$ cat config.mk
export PLATFORM = sky130hd
export DESIGN_NAME = keyboard_matrix_scanner
export DESIGN_NICKNAME = d
export VERILOG_FILES = /design/src/common/kbd_scan_pkg.sv /design/src/design/keyboard_matrix_scanner.sv
export SDC_FILE = /design/constraint.sdc
export NUM_CORES = 1
export LEC_CHECK = 0
export CAP_MARGIN = 25
export CORE_MARGIN = 5
export CORE_UTILIZATION = 58
export CTS_CLUSTER_DIAMETER = 150
export DETAILED_ROUTE_END_ITERATION = 6
export DONT_BUFFER_PORTS = 1
export PLACE_DENSITY = 0.76
export SETUP_SLACK_MARGIN = 0.15
export SYNTH_ARGS = -nofsm -noshare
export SYNTH_HDL_FRONTEND = slang
export SYNTH_SLANG_ARGS = --single-unit
$ cat constraint.sdc
create_clock -name sys_clk -period 2.65 [get_ports sys_clk]
set_input_delay 0.53 -clock sys_clk [delete_from_list [all_inputs] [get_ports sys_clk]]
set_output_delay 0.53 -clock sys_clk [all_outputs]
set_load 0.05 [all_outputs]
$ cat src/common/kbd_scan_pkg.sv
// Constants, types and helpers for the keyboard matrix scanner
// Function
// - One scan line at a time: 4-bit code, 1-of-16 decoded, line low.
// - Matrix is 12 scan lines by 8 sense lines, diodes stop phantoms.
// - After driving a scan line, sense lines are sampled before moving on.
// - Eight pulled-up sense lines read as one byte; low means closed.
// - Shift, reset, control keys are separate active-low inputs; shift and control modify keycodes.
// - Left and right shift are ORed into one shift input.
// - Right shift plus reset resets the controller and drives terminal reset low.
// - Reset key and control key are read on their own input bits.
// - A falling start bit on serial input starts character reception.
// - Keycodes go to the terminal as asynchronous serial data.
// - Active-low clear-to-send shows readiness for another character.
// - Three jumper inputs choose the serial communication options.
// - A dedicated output sounds the beeper.
// - Seven LED outputs change only on commands from the terminal; here the reset chord also clears them.
// - All control and bit timing derives from the controller clock.
package kbd_scan_pkg;
	localparam int unsigned CLK_HZ         = 25_000_000;
	localparam int unsigned SETTLE_NS      = 2000;
	localparam int unsigned SETTLE_CYC     = (SETTLE_NS * (CLK_HZ / 1_000_000) + 999) / 1000;
	localparam int unsigned RST_MIN_US     = 100;
	localparam int unsigned RST_MIN_CYC    = RST_MIN_US * (CLK_HZ / 1_000_000);
	localparam int unsigned BEEP_MS        = 100;
	localparam int unsigned BEEP_CYC       = BEEP_MS * (CLK_HZ / 1000);
	localparam int unsigned SCAN_LINES     = 12;
	localparam int unsigned SENSE_LINES    = 8;
	localparam int unsigned DEB_SCANS      = 4;
	// Bus map, byte offsets
	localparam logic [3:0]  OFS_STATUS     = 4'h0;
	localparam logic [3:0]  OFS_KEYCODE    = 4'h4;
	localparam logic [3:0]  OFS_CONTROL    = 4'h8;
	localparam logic [3:0]  OFS_COMMAND    = 4'hC;
	localparam logic [31:0] CONTROL_RST    = 32'h0000_0001;
	localparam int unsigned CTL_SCAN_EN    = 0;
	localparam int unsigned CTL_MUTE       = 1;
	localparam logic [7:0]  CMD_BEEP_BIT   = 8'h80;
	// Bit rates chosen by the two low jumpers
	localparam int unsigned BAUD_0         = 19200;
	localparam int unsigned BAUD_1         = 9600;
	localparam int unsigned BAUD_2         = 4800;
	localparam int unsigned BAUD_3         = 1200;

	typedef enum logic [1:0] {
		SC_SETTLE = 2'b00,
		SC_SAMPLE = 2'b01,
		SC_NEXT   = 2'b11
	} scan_state_t;

	typedef enum logic [1:0] {
		SER_IDLE  = 2'b00,
		SER_START = 2'b01,
		SER_DATA  = 2'b11,
		SER_STOP  = 2'b10
	} ser_state_t;

	// Cycles per serial bit for a jumper setting
	function automatic logic [15:0] bit_cycles(input logic [1:0] sel);
		case (sel)
			2'd0:    bit_cycles = 16'(CLK_HZ / BAUD_0);
			2'd1:    bit_cycles = 16'(CLK_HZ / BAUD_1);
			2'd2:    bit_cycles = 16'(CLK_HZ / BAUD_2);
			default: bit_cycles = 16'(CLK_HZ / BAUD_3);
		endcase
	endfunction
endpackage

$ cat src/design/keyboard_matrix_scanner.sv
// Keyboard matrix scanner with serial link, LEDs, beeper and reset chord
`timescale 1ns/1ps
module keyboard_matrix_scanner
	import kbd_scan_pkg::*;
#(
	parameter int unsigned BEEP_CYCLES = BEEP_CYC,
	parameter int unsigned DEB_COUNT   = DEB_SCANS
) (
	input  wire logic        sys_clk,
	input  wire logic        nrst,
	input  wire logic [3:0]  avs_address,
	input  wire logic        avs_read,
	input  wire logic        avs_write,
	input  wire logic [31:0] avs_writedata,
	output logic      [31:0] avs_readdata,
	output logic             avs_waitrequest,
	output logic      [3:0]  scan_code,
	input  wire logic [7:0]  sense_input,
	input  wire logic        shift_left_n,
	input  wire logic        shift_right_n,
	input  wire logic        reset_key_n,
	input  wire logic        control_key_n,
	input  wire logic        terminal_to_kbd_serial,
	output logic             kbd_to_terminal_serial,
	output logic             kbd_ready_line_n,
	input  wire logic [2:0]  option_jumper,
	output logic             beeper_drive_bit,
	output logic      [6:0]  indicator,
	output logic             terminal_hw_reset_n
);
	// Modifier decode; all key inputs are active low
	// one shift input
	wire       shift_key_input   = ~shift_left_n | ~shift_right_n;
	wire       reset_key_input   = ~reset_key_n;
	wire       control_key_input = ~control_key_n;
	wire       chord             = ~shift_right_n & ~reset_key_n;
	wire [15:0] bit_len          = bit_cycles(option_jumper[1:0]);
	// Jumper 2 stretches the stop time to two bits for slow receivers
	wire       two_stop          = option_jumper[2];

	// Chord reset: held while the chord stands, then at least the minimum width
	logic [15:0] rst_cnt_q;
	logic        soft_rst_q;
	logic        term_rst_n_q;
	always_ff @(posedge sys_clk or negedge nrst) begin
		if (!nrst) begin
			rst_cnt_q    <= '0;
			soft_rst_q   <= 1'b0;
			term_rst_n_q <= 1'b1;
		end else begin
			if (chord)
				rst_cnt_q <= 16'(RST_MIN_CYC);
			else if (rst_cnt_q != '0)
				rst_cnt_q <= rst_cnt_q - 16'd1;
			soft_rst_q   <= chord || (rst_cnt_q != '0);
			term_rst_n_q <= !(chord || (rst_cnt_q != '0));
		end
	end
	assign terminal_hw_reset_n = term_rst_n_q;

	// Register file state
	logic [31:0] control_q;
	logic [31:0] rdata_q;
	logic        wait_q;
	logic [7:0]  last_key_q;
	logic [7:0]  last_cmd_q;
	wire         bus_req  = avs_read | avs_write;
	wire         wr_take  = avs_write & ~wait_q;
	wire         scan_en  = control_q[CTL_SCAN_EN];

	// Scanner
	scan_state_t sc_state_q;
	logic [3:0]  line_q;
	logic [15:0] settle_q;
	logic        found_q;
	logic [6:0]  cand_q;
	logic [6:0]  prev_q;
	logic        prev_ok_q;
	logic [3:0]  deb_q;
	logic        sent_q;
	logic        key_req_q;
	logic [7:0]  key_byte_q;

	// low sense bit means a closed key
	wire [7:0] closed = ~sense_input;
	logic [2:0] low_idx;
	always_comb begin
		low_idx = 3'd0;
		for (int i = SENSE_LINES - 1; i >= 0; i--)
			if (closed[i])
				low_idx = 3'(i);
	end
	wire       last_line = (line_q == 4'(SCAN_LINES - 1));
	wire [6:0] key_index = {line_q, low_idx};
	wire       tx_free;
	// modifiers shape the keycode; shift or control sets the top bit, control flips bit 6
	wire [7:0] key_code  = {control_key_input | shift_key_input,
		control_key_input ? (prev_q ^ 7'h40) : prev_q};

	// One line at a time: drive, settle, sample, step
	always_ff @(posedge sys_clk or negedge nrst) begin
		if (!nrst) begin
			sc_state_q <= SC_SETTLE;
			line_q     <= '0;
			settle_q   <= '0;
			found_q    <= 1'b0;
			cand_q     <= '0;
			prev_q     <= '0;
			prev_ok_q  <= 1'b0;
			deb_q      <= '0;
			sent_q     <= 1'b0;
			key_req_q  <= 1'b0;
			key_byte_q <= '0;
		end else if (soft_rst_q || !scan_en) begin
			sc_state_q <= SC_SETTLE;
			line_q     <= '0;
			settle_q   <= '0;
			found_q    <= 1'b0;
			prev_ok_q  <= 1'b0;
			deb_q      <= '0;
			key_req_q  <= 1'b0;
		end else begin
			if (key_req_q && tx_free)
				key_req_q <= 1'b0;
			case (sc_state_q)
				SC_SETTLE: begin
					// line code held while sense settles
					if (settle_q == 16'(SETTLE_CYC - 1)) begin
						settle_q   <= '0;
						sc_state_q <= SC_SAMPLE;
					end else begin
						settle_q <= settle_q + 16'd1;
					end
				end
				SC_SAMPLE: begin
					if (!found_q && closed != 8'h00) begin
						found_q <= 1'b1;
						cand_q  <= key_index;
					end
					sc_state_q <= SC_NEXT;
				end
				SC_NEXT: begin
					sc_state_q <= SC_SETTLE;
					if (last_line) begin
						// full pass over all twelve lines
						line_q    <= '0;
						found_q   <= 1'b0;
						prev_q    <= cand_q;
						prev_ok_q <= found_q;
						if (!found_q) begin
							deb_q  <= '0;
							sent_q <= 1'b0;
						end else if (!prev_ok_q || cand_q != prev_q) begin
							deb_q  <= 4'd1;
							sent_q <= 1'b0;
						end else if (deb_q < 4'(DEB_COUNT)) begin
							deb_q <= deb_q + 4'd1;
						end else if (!sent_q && !key_req_q) begin
							sent_q     <= 1'b1;
							key_req_q  <= 1'b1;
							key_byte_q <= key_code;
						end
					end else begin
						line_q <= line_q + 4'd1;
					end
				end
				default: sc_state_q <= SC_SETTLE;
			endcase
		end
	end
	assign scan_code = line_q;

	// Transmitter
	ser_state_t tx_state_q;
	logic [15:0] tx_cnt_q;
	logic [2:0]  tx_bit_q;
	logic [7:0]  tx_sh_q;
	logic        tx_line_q;
	logic        tx_stop2_q;
	assign tx_free = (tx_state_q == SER_IDLE);
	wire tx_tick = (tx_cnt_q == bit_len - 16'd1);
	always_ff @(posedge sys_clk or negedge nrst) begin
		if (!nrst) begin
			tx_state_q <= SER_IDLE;
			tx_cnt_q   <= '0;
			tx_bit_q   <= '0;
			tx_sh_q    <= '0;
			tx_line_q  <= 1'b1;
			tx_stop2_q <= 1'b0;
		end else if (soft_rst_q) begin
			tx_state_q <= SER_IDLE;
			tx_line_q  <= 1'b1;
			tx_cnt_q   <= '0;
		end else begin
			tx_cnt_q <= (tx_free || tx_tick) ? 16'd0 : tx_cnt_q + 16'd1;
			case (tx_state_q)
				SER_IDLE: begin
					if (key_req_q) begin
						tx_sh_q    <= key_byte_q;
						tx_line_q  <= 1'b0;
						tx_state_q <= SER_START;
					end
				end
				SER_START: begin
					if (tx_tick) begin
						tx_line_q  <= tx_sh_q[0];
						tx_bit_q   <= '0;
						tx_state_q <= SER_DATA;
					end
				end
				SER_DATA: begin
					if (tx_tick) begin
						if (tx_bit_q == 3'd7) begin
							tx_line_q  <= 1'b1;
							tx_stop2_q <= two_stop;
							tx_state_q <= SER_STOP;
						end else begin
							tx_line_q <= tx_sh_q[tx_bit_q + 3'd1];
							tx_bit_q  <= tx_bit_q + 3'd1;
						end
					end
				end
				SER_STOP: begin
					if (tx_tick) begin
						if (tx_stop2_q)
							tx_stop2_q <= 1'b0;
						else
							tx_state_q <= SER_IDLE;
					end
				end
				default: tx_state_q <= SER_IDLE;
			endcase
		end
	end
	assign kbd_to_terminal_serial = tx_line_q;

	// Receiver; inputs are synchronous, one flop suffices for the edge
	ser_state_t rx_state_q;
	logic [15:0] rx_cnt_q;
	logic [2:0]  rx_bit_q;
	logic [7:0]  rx_sh_q;
	logic        rx_prev_q;
	logic        rx_done_q;
	logic        cts_n_q;
	wire rx_start = rx_prev_q & ~terminal_to_kbd_serial;
	wire rx_mid   = (rx_cnt_q == {1'b0, bit_len[15:1]});
	wire rx_tick  = (rx_cnt_q == bit_len - 16'd1);
	always_ff @(posedge sys_clk or negedge nrst) begin
		if (!nrst) begin
			rx_state_q <= SER_IDLE;
			rx_cnt_q   <= '0;
			rx_bit_q   <= '0;
			rx_sh_q    <= '0;
			rx_prev_q  <= 1'b1;
			rx_done_q  <= 1'b0;
			cts_n_q    <= 1'b1;
		end else if (soft_rst_q) begin
			rx_state_q <= SER_IDLE;
			rx_prev_q  <= 1'b1;
			rx_done_q  <= 1'b0;
			cts_n_q    <= 1'b1;
		end else begin
			rx_prev_q <= terminal_to_kbd_serial;
			rx_done_q <= 1'b0;
			rx_cnt_q  <= (rx_state_q == SER_IDLE || rx_tick) ? 16'd0 : rx_cnt_q + 16'd1;
			cts_n_q   <= !(rx_state_q == SER_IDLE && !rx_start);
			case (rx_state_q)
				SER_IDLE: begin
					if (rx_start)
						rx_state_q <= SER_START;
				end
				SER_START: begin
					// A glitch shorter than half a bit is dropped
					if (rx_mid && terminal_to_kbd_serial)
						rx_state_q <= SER_IDLE;
					else if (rx_tick) begin
						rx_bit_q   <= '0;
						rx_state_q <= SER_DATA;
					end
				end
				SER_DATA: begin
					if (rx_mid)
						rx_sh_q <= {terminal_to_kbd_serial, rx_sh_q[7:1]};
					if (rx_tick) begin
						rx_bit_q <= rx_bit_q + 3'd1;
						if (rx_bit_q == 3'd7)
							rx_state_q <= SER_STOP;
					end
				end
				SER_STOP: begin
					// Frames with a low stop bit are discarded
					if (rx_mid) begin
						rx_done_q  <= terminal_to_kbd_serial;
						rx_state_q <= SER_IDLE;
					end
				end
				default: rx_state_q <= SER_IDLE;
			endcase
		end
	end
	assign kbd_ready_line_n = cts_n_q;

	// Command execution: top bit beeps, else low bits set the LEDs
	logic [6:0]  led_q;
	logic [31:0] beep_cnt_q;
	logic        beep_q;
	wire         cmd_beep = (rx_sh_q & CMD_BEEP_BIT) != 8'h00;
	always_ff @(posedge sys_clk or negedge nrst) begin
		if (!nrst) begin
			led_q      <= '0;
			beep_cnt_q <= '0;
			beep_q     <= 1'b0;
		end else if (soft_rst_q) begin
			led_q      <= '0;
			beep_cnt_q <= '0;
			beep_q     <= 1'b0;
		end else begin
			if (rx_done_q && !cmd_beep)
				led_q <= rx_sh_q[6:0];
			if (rx_done_q && cmd_beep)
				beep_cnt_q <= BEEP_CYCLES;
			else if (beep_cnt_q != '0)
				beep_cnt_q <= beep_cnt_q - 32'd1;
			beep_q <= (beep_cnt_q != '0) && !control_q[CTL_MUTE];
		end
	end
	assign indicator        = led_q;
	assign beeper_drive_bit = beep_q;

	// Bus slave: one wait cycle, then the request is taken
	wire [31:0] status_word = {24'h0000_00, tx_free, rx_state_q == SER_IDLE, option_jumper,
		control_key_input, reset_key_input, shift_key_input};
	logic [31:0] rd_mux;
	always_comb begin
		case (avs_address)
			OFS_STATUS:  rd_mux = status_word;
			OFS_KEYCODE: rd_mux = {24'h0000_00, last_key_q};
			OFS_CONTROL: rd_mux = control_q;
			OFS_COMMAND: rd_mux = {24'h0000_00, last_cmd_q};
			default:     rd_mux = 32'h0000_0000;
		endcase
	end
	always_ff @(posedge sys_clk or negedge nrst) begin
		if (!nrst) begin
			wait_q     <= 1'b1;
			rdata_q    <= '0;
			control_q  <= CONTROL_RST;
			last_key_q <= '0;
			last_cmd_q <= '0;
		end else begin
			wait_q  <= !(bus_req && wait_q);
			rdata_q <= (avs_read && wait_q) ? rd_mux : rdata_q;
			if (wr_take && avs_address == OFS_CONTROL)
				control_q <= avs_writedata & 32'h0000_0003;
			if (key_req_q && tx_free)
				last_key_q <= key_byte_q;
			if (rx_done_q)
				last_cmd_q <= rx_sh_q;
		end
	end
	assign avs_readdata    = rdata_q;
	assign avs_waitrequest = wait_q;
endmodule

==> impl_metrics.prom, run 1 <==
# TYPE chip_impl_metric gauge
chip_impl_metric{name="critical_path_required",unit="ps"} 3030
chip_impl_metric{name="critPathMaxFanout",unit=""} 7
chip_impl_metric{name="maxClockFrequency",unit="GHz"} 0.4002
chip_impl_metric{name="synthesis.area_per_instance",unit="sq um"} 9.899
chip_impl_metric{name="pin_count_of_the_biggest_net_entering_global_routing",unit=""} 201
chip_impl_metric{name="drt_pass1_iterations",unit=""} 5
chip_impl_metric{name="floorplan.initialDensity",unit="%"} 59.04
chip_impl_metric{name="synth-seq-cells",unit=""} 200
chip_impl_info{name="layout_commonest_cell",value="dfrtp_1"} 1
chip_impl_metric{name="power_density_normalized_to_cell_area",unit="nW/um^2"} 527.9
chip_impl_metric{name="detail-route-antenna-nets",unit=""} 0
chip_impl_metric{name="p_int",unit="mW"} 4.551
chip_impl_metric{name="synthCells",unit=""} 1075
chip_impl_metric{name="insertedDiodeCount",unit=""} 0
chip_impl_metric{name="flow.area_growth_from_synthesis",unit="%"} 10.66
chip_impl_metric{name="worst-slew-pin-transition",unit="ps"} 656.6
chip_impl_metric{name="clock_latency_on_the_worst_skew_pair",unit="ps"} 440
chip_impl_metric{name="combPwrFrac",unit="%"} 6.1
chip_impl_metric{name="power.share.clock",unit="%"} 41.8
chip_impl_info{name="timing.hold.worst.class",value="input port to asynchronous set/reset pin"} 1
chip_impl_metric{name="routed_wirelength",unit="mm"} 23.28
chip_impl_metric{name="core_area",unit="sq um"} 18020
chip_impl_metric{name="io_pins",unit=""} 104
chip_impl_metric{name="drt_drc_violations_left",unit=""} 0
chip_impl_metric{name="post_synth_instance_area",unit="sq um"} 10640
chip_impl_metric{name="h-tree-depth",unit=""} 4
chip_impl_metric{name="synth-edff-count",unit=""} 0
chip_impl_metric{name="static-leakage-power",unit="nW"} 5.231
chip_impl_info{name="crit_chain",value="or4_4 > or4_4 > buf_4 > nor3_4 > buf_2 > o311ai_0 > nand2_1"} 1
chip_impl_metric{name="worst-endpoint-arrival",unit="ps"} 2880
chip_impl_metric{name="cts_num_sinks",unit=""} 200
chip_impl_metric{name="placementRows",unit=""} 49
chip_impl_info{name="rsz_0062_raised_after_global_routing",value="true"} 1
chip_impl_metric{name="route.detailed.wl_per_inst",unit="um"} 17.44
chip_impl_metric{name="nets",unit=""} 1169
chip_impl_metric{name="setup-violations-final",unit=""} 0
chip_impl_metric{name="report.final.hold_viol_count",unit=""} 194
chip_impl_metric{name="layout-drive-gt1-share",unit="%"} 16.73
chip_impl_metric{name="fin_worst_skew",unit="ps"} 7.791
chip_impl_metric{name="clk_path_buf_depth",unit=""} 2
chip_impl_metric{name="clock_buffers_created_by_tritoncts",unit=""} 17
chip_impl_metric{name="worst_hold_slack",unit="ps"} -215.5
chip_impl_info{name="clockRootBuffer",value="clkbuf_16"} 1
chip_impl_metric{name="worst-path-buf-inv",unit=""} 2
chip_impl_metric{name="summed_negative_setup_slack_over_all_endpoints",unit="ps"} 0
chip_impl_info{name="end_kind",value="flop"} 1
chip_impl_metric{name="die_height",unit="um"} 145.5
chip_impl_metric{name="grt.overflow.total",unit=""} 0
chip_impl_metric{name="yosysWarnings",unit=""} 0
chip_impl_metric{name="finalWeightedCongestion",unit=""} 0.8684
chip_impl_metric{name="placement.io_buffers",unit=""} 0
chip_impl_metric{name="period_needed",unit="ps"} 2499
chip_impl_metric{name="cap_violations",unit=""} 0
chip_impl_info{name="regToRegStartpoint",value="beep_cnt_q[19]"} 1
chip_impl_info{name="layout_common_cells",value="192 x dfrtp_1, 100 x nor2_1, 73 x nand2_1, 54 x mux2_2, 52 x o21ai_0"} 1
chip_impl_metric{name="seq_power_share",unit="%"} 52.1
chip_impl_metric{name="slowest_delay",unit="ps"} 570
chip_impl_metric{name="grt_pass1_vias",unit=""} 7968
chip_impl_metric{name="dieWidth",unit="um"} 145.5
chip_impl_metric{name="sw_frac_of_total",unit="%"} 26.79
chip_impl_info{name="critical_path.slowest_cell",value="or4_4"} 1
chip_impl_metric{name="fill_cells",unit=""} 1431
chip_impl_metric{name="die_outline_area",unit="sq um"} 21160
chip_impl_metric{name="numPlacedInstances",unit=""} 1298
chip_impl_metric{name="synth_cell_types",unit=""} 70
chip_impl_metric{name="post_detail_place_hpwl",unit="mm"} 16.04
chip_impl_metric{name="netSwitchingPower",unit="mW"} 1.666
chip_impl_metric{name="register_area_share_after_synthesis",unit="%"} 47.10
chip_impl_info{name="timing.critical_path.from",value="beep_cnt_q[19]"} 1
chip_impl_info{name="critical_path.top_delay_family",value="simple AND/OR/NAND/NOR gates"} 1
chip_impl_metric{name="worst_setup_hold_path_clk_slew",unit="ps"} 80
chip_impl_metric{name="grt_antenna_before_repair",unit=""} 0
chip_impl_metric{name="global_route_wire_length_before_repair",unit="mm"} 39.36
chip_impl_metric{name="synthArstFlopShare",unit="%"} 100.0
chip_impl_metric{name="avgViaCountPerCell",unit=""} 6.021
chip_impl_info{name="cp_common_cell",value="or4_4"} 1
chip_impl_info{name="tritoncts",value="yes"} 1
chip_impl_metric{name="post-route-period-util",unit="%"} 94.29
chip_impl_metric{name="finalNonFillerCells",unit=""} 1335
chip_impl_metric{name="slew_headroom",unit="%"} 55.61
chip_impl_info{name="failing_checks",value="hold timing"} 1
chip_impl_info{name="worst_setup_path_start_kind",value="flop"} 1
chip_impl_metric{name="power.ir.vdd_worst",unit="V"} 0.0006274
chip_impl_info{name="synth_ff_type",value="dfrtp_1"} 1
chip_impl_metric{name="drt_iter0_drc",unit=""} 566
chip_impl_info{name="status",value="finished, violations left"} 1
chip_impl_metric{name="routed-via-count",unit=""} 8038
chip_impl_info{name="setup.worst_path.class",value="flop to flop"} 1
chip_impl_metric{name="grt_use_total",unit="%"} 22.27
chip_impl_metric{name="final-max-slew-violation-count",unit=""} 0
## power by group through the flow
stage / clock network [mW] / registers, mW / logic [mW]
3_3_place_gp: 0 / 3.29 / 0.371
5_1_grt: 2.75 / 3.25 / 0.426
3_5_place_dp: 0 / 3.29 / 0.380
2_1_floorplan: 0 / 3.26 / 0.370
6_report: 2.60 / 3.24 / 0.382
4_1_cts: 2.64 / 3.24 / 0.383
## timing repair
item,in CTS,in global routing
buffers inserted,0,4
resized for setup,3,7
gates cloned,0,1
endpoints found under the setup margin,20,9
endpoints found under the hold margin,200,197
pin swaps,1,3
## path summary, 6_finish.rpt
kind,endpoint,slack [ps],cells after the start
setup / recovery,beep_cnt_q[19],150,7
hold / removal,beep_cnt_q[25],-220,0
setup reg to reg,beep_cnt_q[19],150,7
hold reg to reg,last_key_q[7],510,1
max in group asynchronous,control_q[0],2550,0
min in group sys_clk,avs_waitrequest,150,1
## logic make-up after synthesis
family          count (synthesis)  synth area share, %
simple gates                  412                20.47
flops                         200                47.10
compound gates                188                11.26
buf+inv                       108                4.785
mux                            74                8.066
xor+xnor                       72                5.926
fa+ha+maj                      20                2.352
other cells                     1              0.03524
## cells in the mapped netlist (8+ instances only)
| cell | instances | share of area (%) |
|---|---|---|
| o31ai_1 | 13 | 0.92 |
| or3_1 | 23 | 1.4 |
| or2_2 | 9 | 0.53 |
| o21ai_0 | 52 | 2.4 |
| xnor2_1 | 36 | 3.0 |
| and3_1 | 14 | 0.82 |
| mux2i_1 | 16 | 1.5 |
| a22o_1 | 11 | 0.91 |
| nor3b_1 | 11 | 0.78 |
| a31oi_1 | 9 | 0.53 |
| dfrtp_1 | 194 | 46 |
| buf_4 | 24 | 1.7 |
| clkbuf_1 | 41 | 1.4 |
| mux2_2 | 54 | 5.7 |
| xor2_1 | 36 | 3.0 |
| nor2_1 | 100 | 3.5 |
| ha_1 | 20 | 2.4 |
| nand2b_1 | 9 | 0.53 |
| inv_1 | 35 | 1.2 |
| and2_1 | 9 | 0.53 |
| or4_1 | 19 | 1.3 |
| nand4_1 | 21 | 1.2 |
| nor4_1 | 19 | 1.1 |
| nand2_1 | 73 | 2.6 |
| a21oi_1 | 47 | 2.2 |
| nand3_1 | 34 | 1.6 |
| nor3_1 | 32 | 1.5 |
| nor2b_1 | 8 | 0.47 |
## sequential cells by signal (all words and copies together) (netlist names), 8 cells and up
register and flops:
tx_sh_q 8, rx_cnt_q 16, last_key_q 8, settle_q 16, rst_cnt_q 16, last_cmd_q 8, tx_cnt_q 16, key_byte_q 8
beep_cnt_q 32, rx_sh_q 8, avs_readdata 8
## routing by layer
layer / GRT usage [%] / vias up / wire length (um)
li1: - / 3845 / -
met1: 29.02 / 3960 / 10170
met2: 36.39 / 181 / 11240
met3: 5.357 / 52 / 1254
met4: 8.256 / 0 / 606
met5: 0 / - / 0
## cell type report
type | count | area (sq um) | area share, %
inverters | 35 | 133.9 | 1.137
well taps | 229 | 286.5 | 2.433
multi-input cells | 790 | 5354 | 45.46
repair buffers | 49 | 391.6 | 3.326
clock buffers | 17 | 425.4 | 3.612
flip-flops and latches | 200 | 5015 | 42.58
clock inverters | 15 | 170.2 | 1.445
## through the flow
| stage | area [sq um] | hold WS [ps] | power (mW) | setup slack [ps] | util (%) |
|---|---|---|---|---|---|
| 5_1_grt | 11780 | -228.9 | 6.427 | 113.4 | 65.33 |
| 4_1_cts | 11710 | -228.1 | 6.255 | 189.1 | 64.95 |
| 3_5_place_dp | 11100 | 245.6 | 3.674 | 38.80 | 61.57 |
| 2_1_floorplan | 10880 | 234.4 | 3.634 | 69.80 | - |
| 3_3_place_gp | 11090 | 243.5 | 3.664 | 77.75 | 61.54 |
| 6_report | 11780 | -215.5 | 6.217 | 151.4 | 65.33 |
No activity file was read; power rests on OpenSTA's default activity.
==> inputs of run 2 (changes only) <==
==> constraint.sdc (replaced) <==
create_clock -name sys_clk -period 2.65 [get_ports sys_clk]
set_input_delay 0.3975 -clock sys_clk [delete_from_list [all_inputs] [get_ports sys_clk]]
set_output_delay 0.3975 -clock sys_clk [all_outputs]
set_load 0.05 [all_outputs]
==> impl_metrics.prom, run 2 (synthesized netlist as in run 1, its figures left out) <==
# TYPE chip_impl_metric gauge
chip_impl_metric{name="global_route_wire_length_before_repair",unit="mm"} 38.83
chip_impl_info{name="failing_checks",value="hold timing"} 1
chip_impl_info{name="regToRegStartpoint",value="beep_cnt_q[20]"} 1
chip_impl_metric{name="drt_iter0_drc",unit=""} 663
chip_impl_metric{name="finalNonFillerCells",unit=""} 1332
chip_impl_metric{name="route.detailed.wl_per_inst",unit="um"} 17.29
chip_impl_info{name="rsz_0062_raised_after_global_routing",value="true"} 1
chip_impl_metric{name="final-max-slew-violation-count",unit=""} 0
chip_impl_metric{name="grt_antenna_before_repair",unit=""} 0
chip_impl_metric{name="report.final.hold_viol_count",unit=""} 200
chip_impl_info{name="worst_setup_path_start_kind",value="flop"} 1
chip_impl_metric{name="core_area",unit="sq um"} 18020
chip_impl_metric{name="maxClockFrequency",unit="GHz"} 0.4005
chip_impl_metric{name="post_detail_place_hpwl",unit="mm"} 15.79
chip_impl_info{name="capture_point_of_the_critical_path",value="beep_cnt_q[24]"} 1
chip_impl_metric{name="clk_path_buf_depth",unit=""} 2
chip_impl_metric{name="slew_headroom",unit="%"} 47.65
chip_impl_metric{name="avgViaCountPerCell",unit=""} 6.003
chip_impl_info{name="timing.hold.worst.class",value="input port to asynchronous set/reset pin"} 1
chip_impl_metric{name="power.ir.vdd_worst",unit="V"} 0.0004739
chip_impl_info{name="setup.worst_path.class",value="flop to flop"} 1
chip_impl_metric{name="timing.reg2reg.worst_path_depth",unit=""} 5
chip_impl_info{name="clockRootBuffer",value="clkbuf_16"} 1
chip_impl_metric{name="worst-endpoint-arrival",unit="ps"} 2870
chip_impl_metric{name="die_outline_area",unit="sq um"} 21160
chip_impl_info{name="reg2reg_to",value="beep_cnt_q[24]"} 1
chip_impl_metric{name="h-tree-depth",unit=""} 4
chip_impl_info{name="layout_commonest_cell",value="dfrtp_1"} 1
chip_impl_metric{name="largest_reg_flops",unit=""} 32
chip_impl_metric{name="placement.io_buffers",unit=""} 0
chip_impl_metric{name="reg2reg_setup_slack",unit="ps"} 150
chip_impl_info{name="timing.critical_path.from",value="beep_cnt_q[20]"} 1
chip_impl_metric{name="pin_count_of_the_biggest_net_entering_global_routing",unit=""} 201
chip_impl_metric{name="cts_num_sinks",unit=""} 200
chip_impl_metric{name="grtUsageMet1",unit="%"} 29.49
chip_impl_metric{name="routed-via-count",unit=""} 7996
chip_impl_info{name="tritoncts",value="yes"} 1
chip_impl_metric{name="finalWeightedCongestion",unit=""} 0.8672
chip_impl_metric{name="insertedDiodeCount",unit=""} 0
chip_impl_metric{name="cap_violations",unit=""} 0
chip_impl_metric{name="die_height",unit="um"} 145.5
chip_impl_metric{name="grt.overflow.total",unit=""} 0
chip_impl_metric{name="period_needed",unit="ps"} 2497
chip_impl_metric{name="io_pins",unit=""} 104
chip_impl_info{name="status",value="finished, violations left"} 1
chip_impl_metric{name="static-leakage-power",unit="nW"} 5.209
chip_impl_info{name="top_register",value="beep_cnt_q"} 1
chip_impl_metric{name="placementRows",unit=""} 49
chip_impl_metric{name="groute.layer.met3.usage",unit="%"} 5.076
chip_impl_metric{name="clock_buffers_created_by_tritoncts",unit=""} 17
chip_impl_metric{name="fin_worst_skew",unit="ps"} 9.945
chip_impl_metric{name="power_density_normalized_to_cell_area",unit="nW/um^2"} 530.2
chip_impl_metric{name="detail-route-antenna-nets",unit=""} 0
chip_impl_metric{name="worst-slew-pin-transition",unit="ps"} 782.4
chip_impl_metric{name="nets",unit=""} 1166
chip_impl_metric{name="summed_negative_setup_slack_over_all_endpoints",unit="ps"} 0
chip_impl_info{name="end_kind",value="flop"} 1
chip_impl_metric{name="worst_setup_hold_path_clk_slew",unit="ps"} 70
chip_impl_metric{name="critical_path_required",unit="ps"} 3020
chip_impl_metric{name="grt_use_total",unit="%"} 21.97
chip_impl_metric{name="grt_pass1_vias",unit=""} 7756
chip_impl_metric{name="drt_pass1_iterations",unit=""} 5
chip_impl_info{name="grt_busiest_layer",value="met2"} 1
chip_impl_metric{name="numPlacedInstances",unit=""} 1294
chip_impl_metric{name="drt_drc_violations_left",unit=""} 0
chip_impl_metric{name="layout-drive-gt1-share",unit="%"} 15.59
chip_impl_metric{name="post-route-period-util",unit="%"} 94.22
chip_impl_metric{name="gr-usage-met2",unit="%"} 35.38
chip_impl_metric{name="floorplan.initialDensity",unit="%"} 59.04
chip_impl_info{name="layout_common_cells",value="192 x dfrtp_1, 100 x nor2_1, 73 x nand2_1, 54 x mux2_2, 52 x o21ai_0"} 1
chip_impl_metric{name="flow.area_growth_from_synthesis",unit="%"} 9.571
chip_impl_metric{name="routed_wirelength",unit="mm"} 23.04
chip_impl_metric{name="setup-violations-final",unit=""} 0
chip_impl_metric{name="worst_hold_slack",unit="ps"} -349.9
chip_impl_metric{name="clock_latency_on_the_worst_skew_pair",unit="ps"} 440
chip_impl_metric{name="critPathMaxFanout",unit=""} 7
chip_impl_metric{name="dieWidth",unit="um"} 145.5
run 2: critical path, cell delays in order, from the launching register on:
cell and delay, ps:
dfrtp_1 400, or4_4 550, or4_4 580, or3_1 340
or4_1 420, a21oi_2 140
run 2: metal layers:
| metal | routed length [um] | up-vias |
|---|---|---|
| met2 | 11020 | 178 |
| li1 | - | 3857 |
| met5 | 0 | - |
| met4 | 439 | 0 |
| met3 | 1203 | 29 |
| met1 | 10370 | 3932 |
run 2: through the flow:
step	utilization, %	total power, mW	instance area (sq um)	worst slack, ps	hold slack (ps)
global route	64.69	6.405	11660	112.8	-362.9
global placement	61.11	3.653	11010	145.9	112.7
CTS	64.42	6.215	11610	133.9	-354.6
detailed placement	61.11	3.663	11010	98.32	113.8
finish	64.69	6.182	11660	153.1	-349.9
floorplan	-	3.624	10820	69.80	101.9
run 2: worst min-delay path by stage:
stage,start,to,slack (ps)
detailed placement,nrst,beep_cnt_q[27],110
finish,nrst,beep_cnt_q[27],-350
global placement,nrst,beep_cnt_q[25],110
floorplan,nrst,avs_readdata[0],100
CTS,nrst,beep_cnt_q[27],-350
global route,nrst,beep_cnt_q[30],-360
run 2: cell type report:
| class | count | area (sq um) |
|---|---|---|
| inverter | 35 | 131.4 |
| fill | 1426 | 6365 |
| multi-input combinational | 790 | 5294 |
| clock buffer | 19 | 442.9 |
| tap | 229 | 286.5 |
| clock inverter | 13 | 135.1 |
| timing repair buffer | 46 | 355.3 |
| sequential | 200 | 5015 |
run 2: what timing repair did:
action	CTS	global route
gates resized for setup	1	4
setup endpoints to repair	6	18
endpoints found under the hold margin	200	200
buffers inserted	2	3
pin swaps	1	3
run 2: report_power, final:
part           internal [mW]  switching, mW
Clock                   1.35           1.22
Combinational          0.139          0.231
Sequential              3.13          0.111
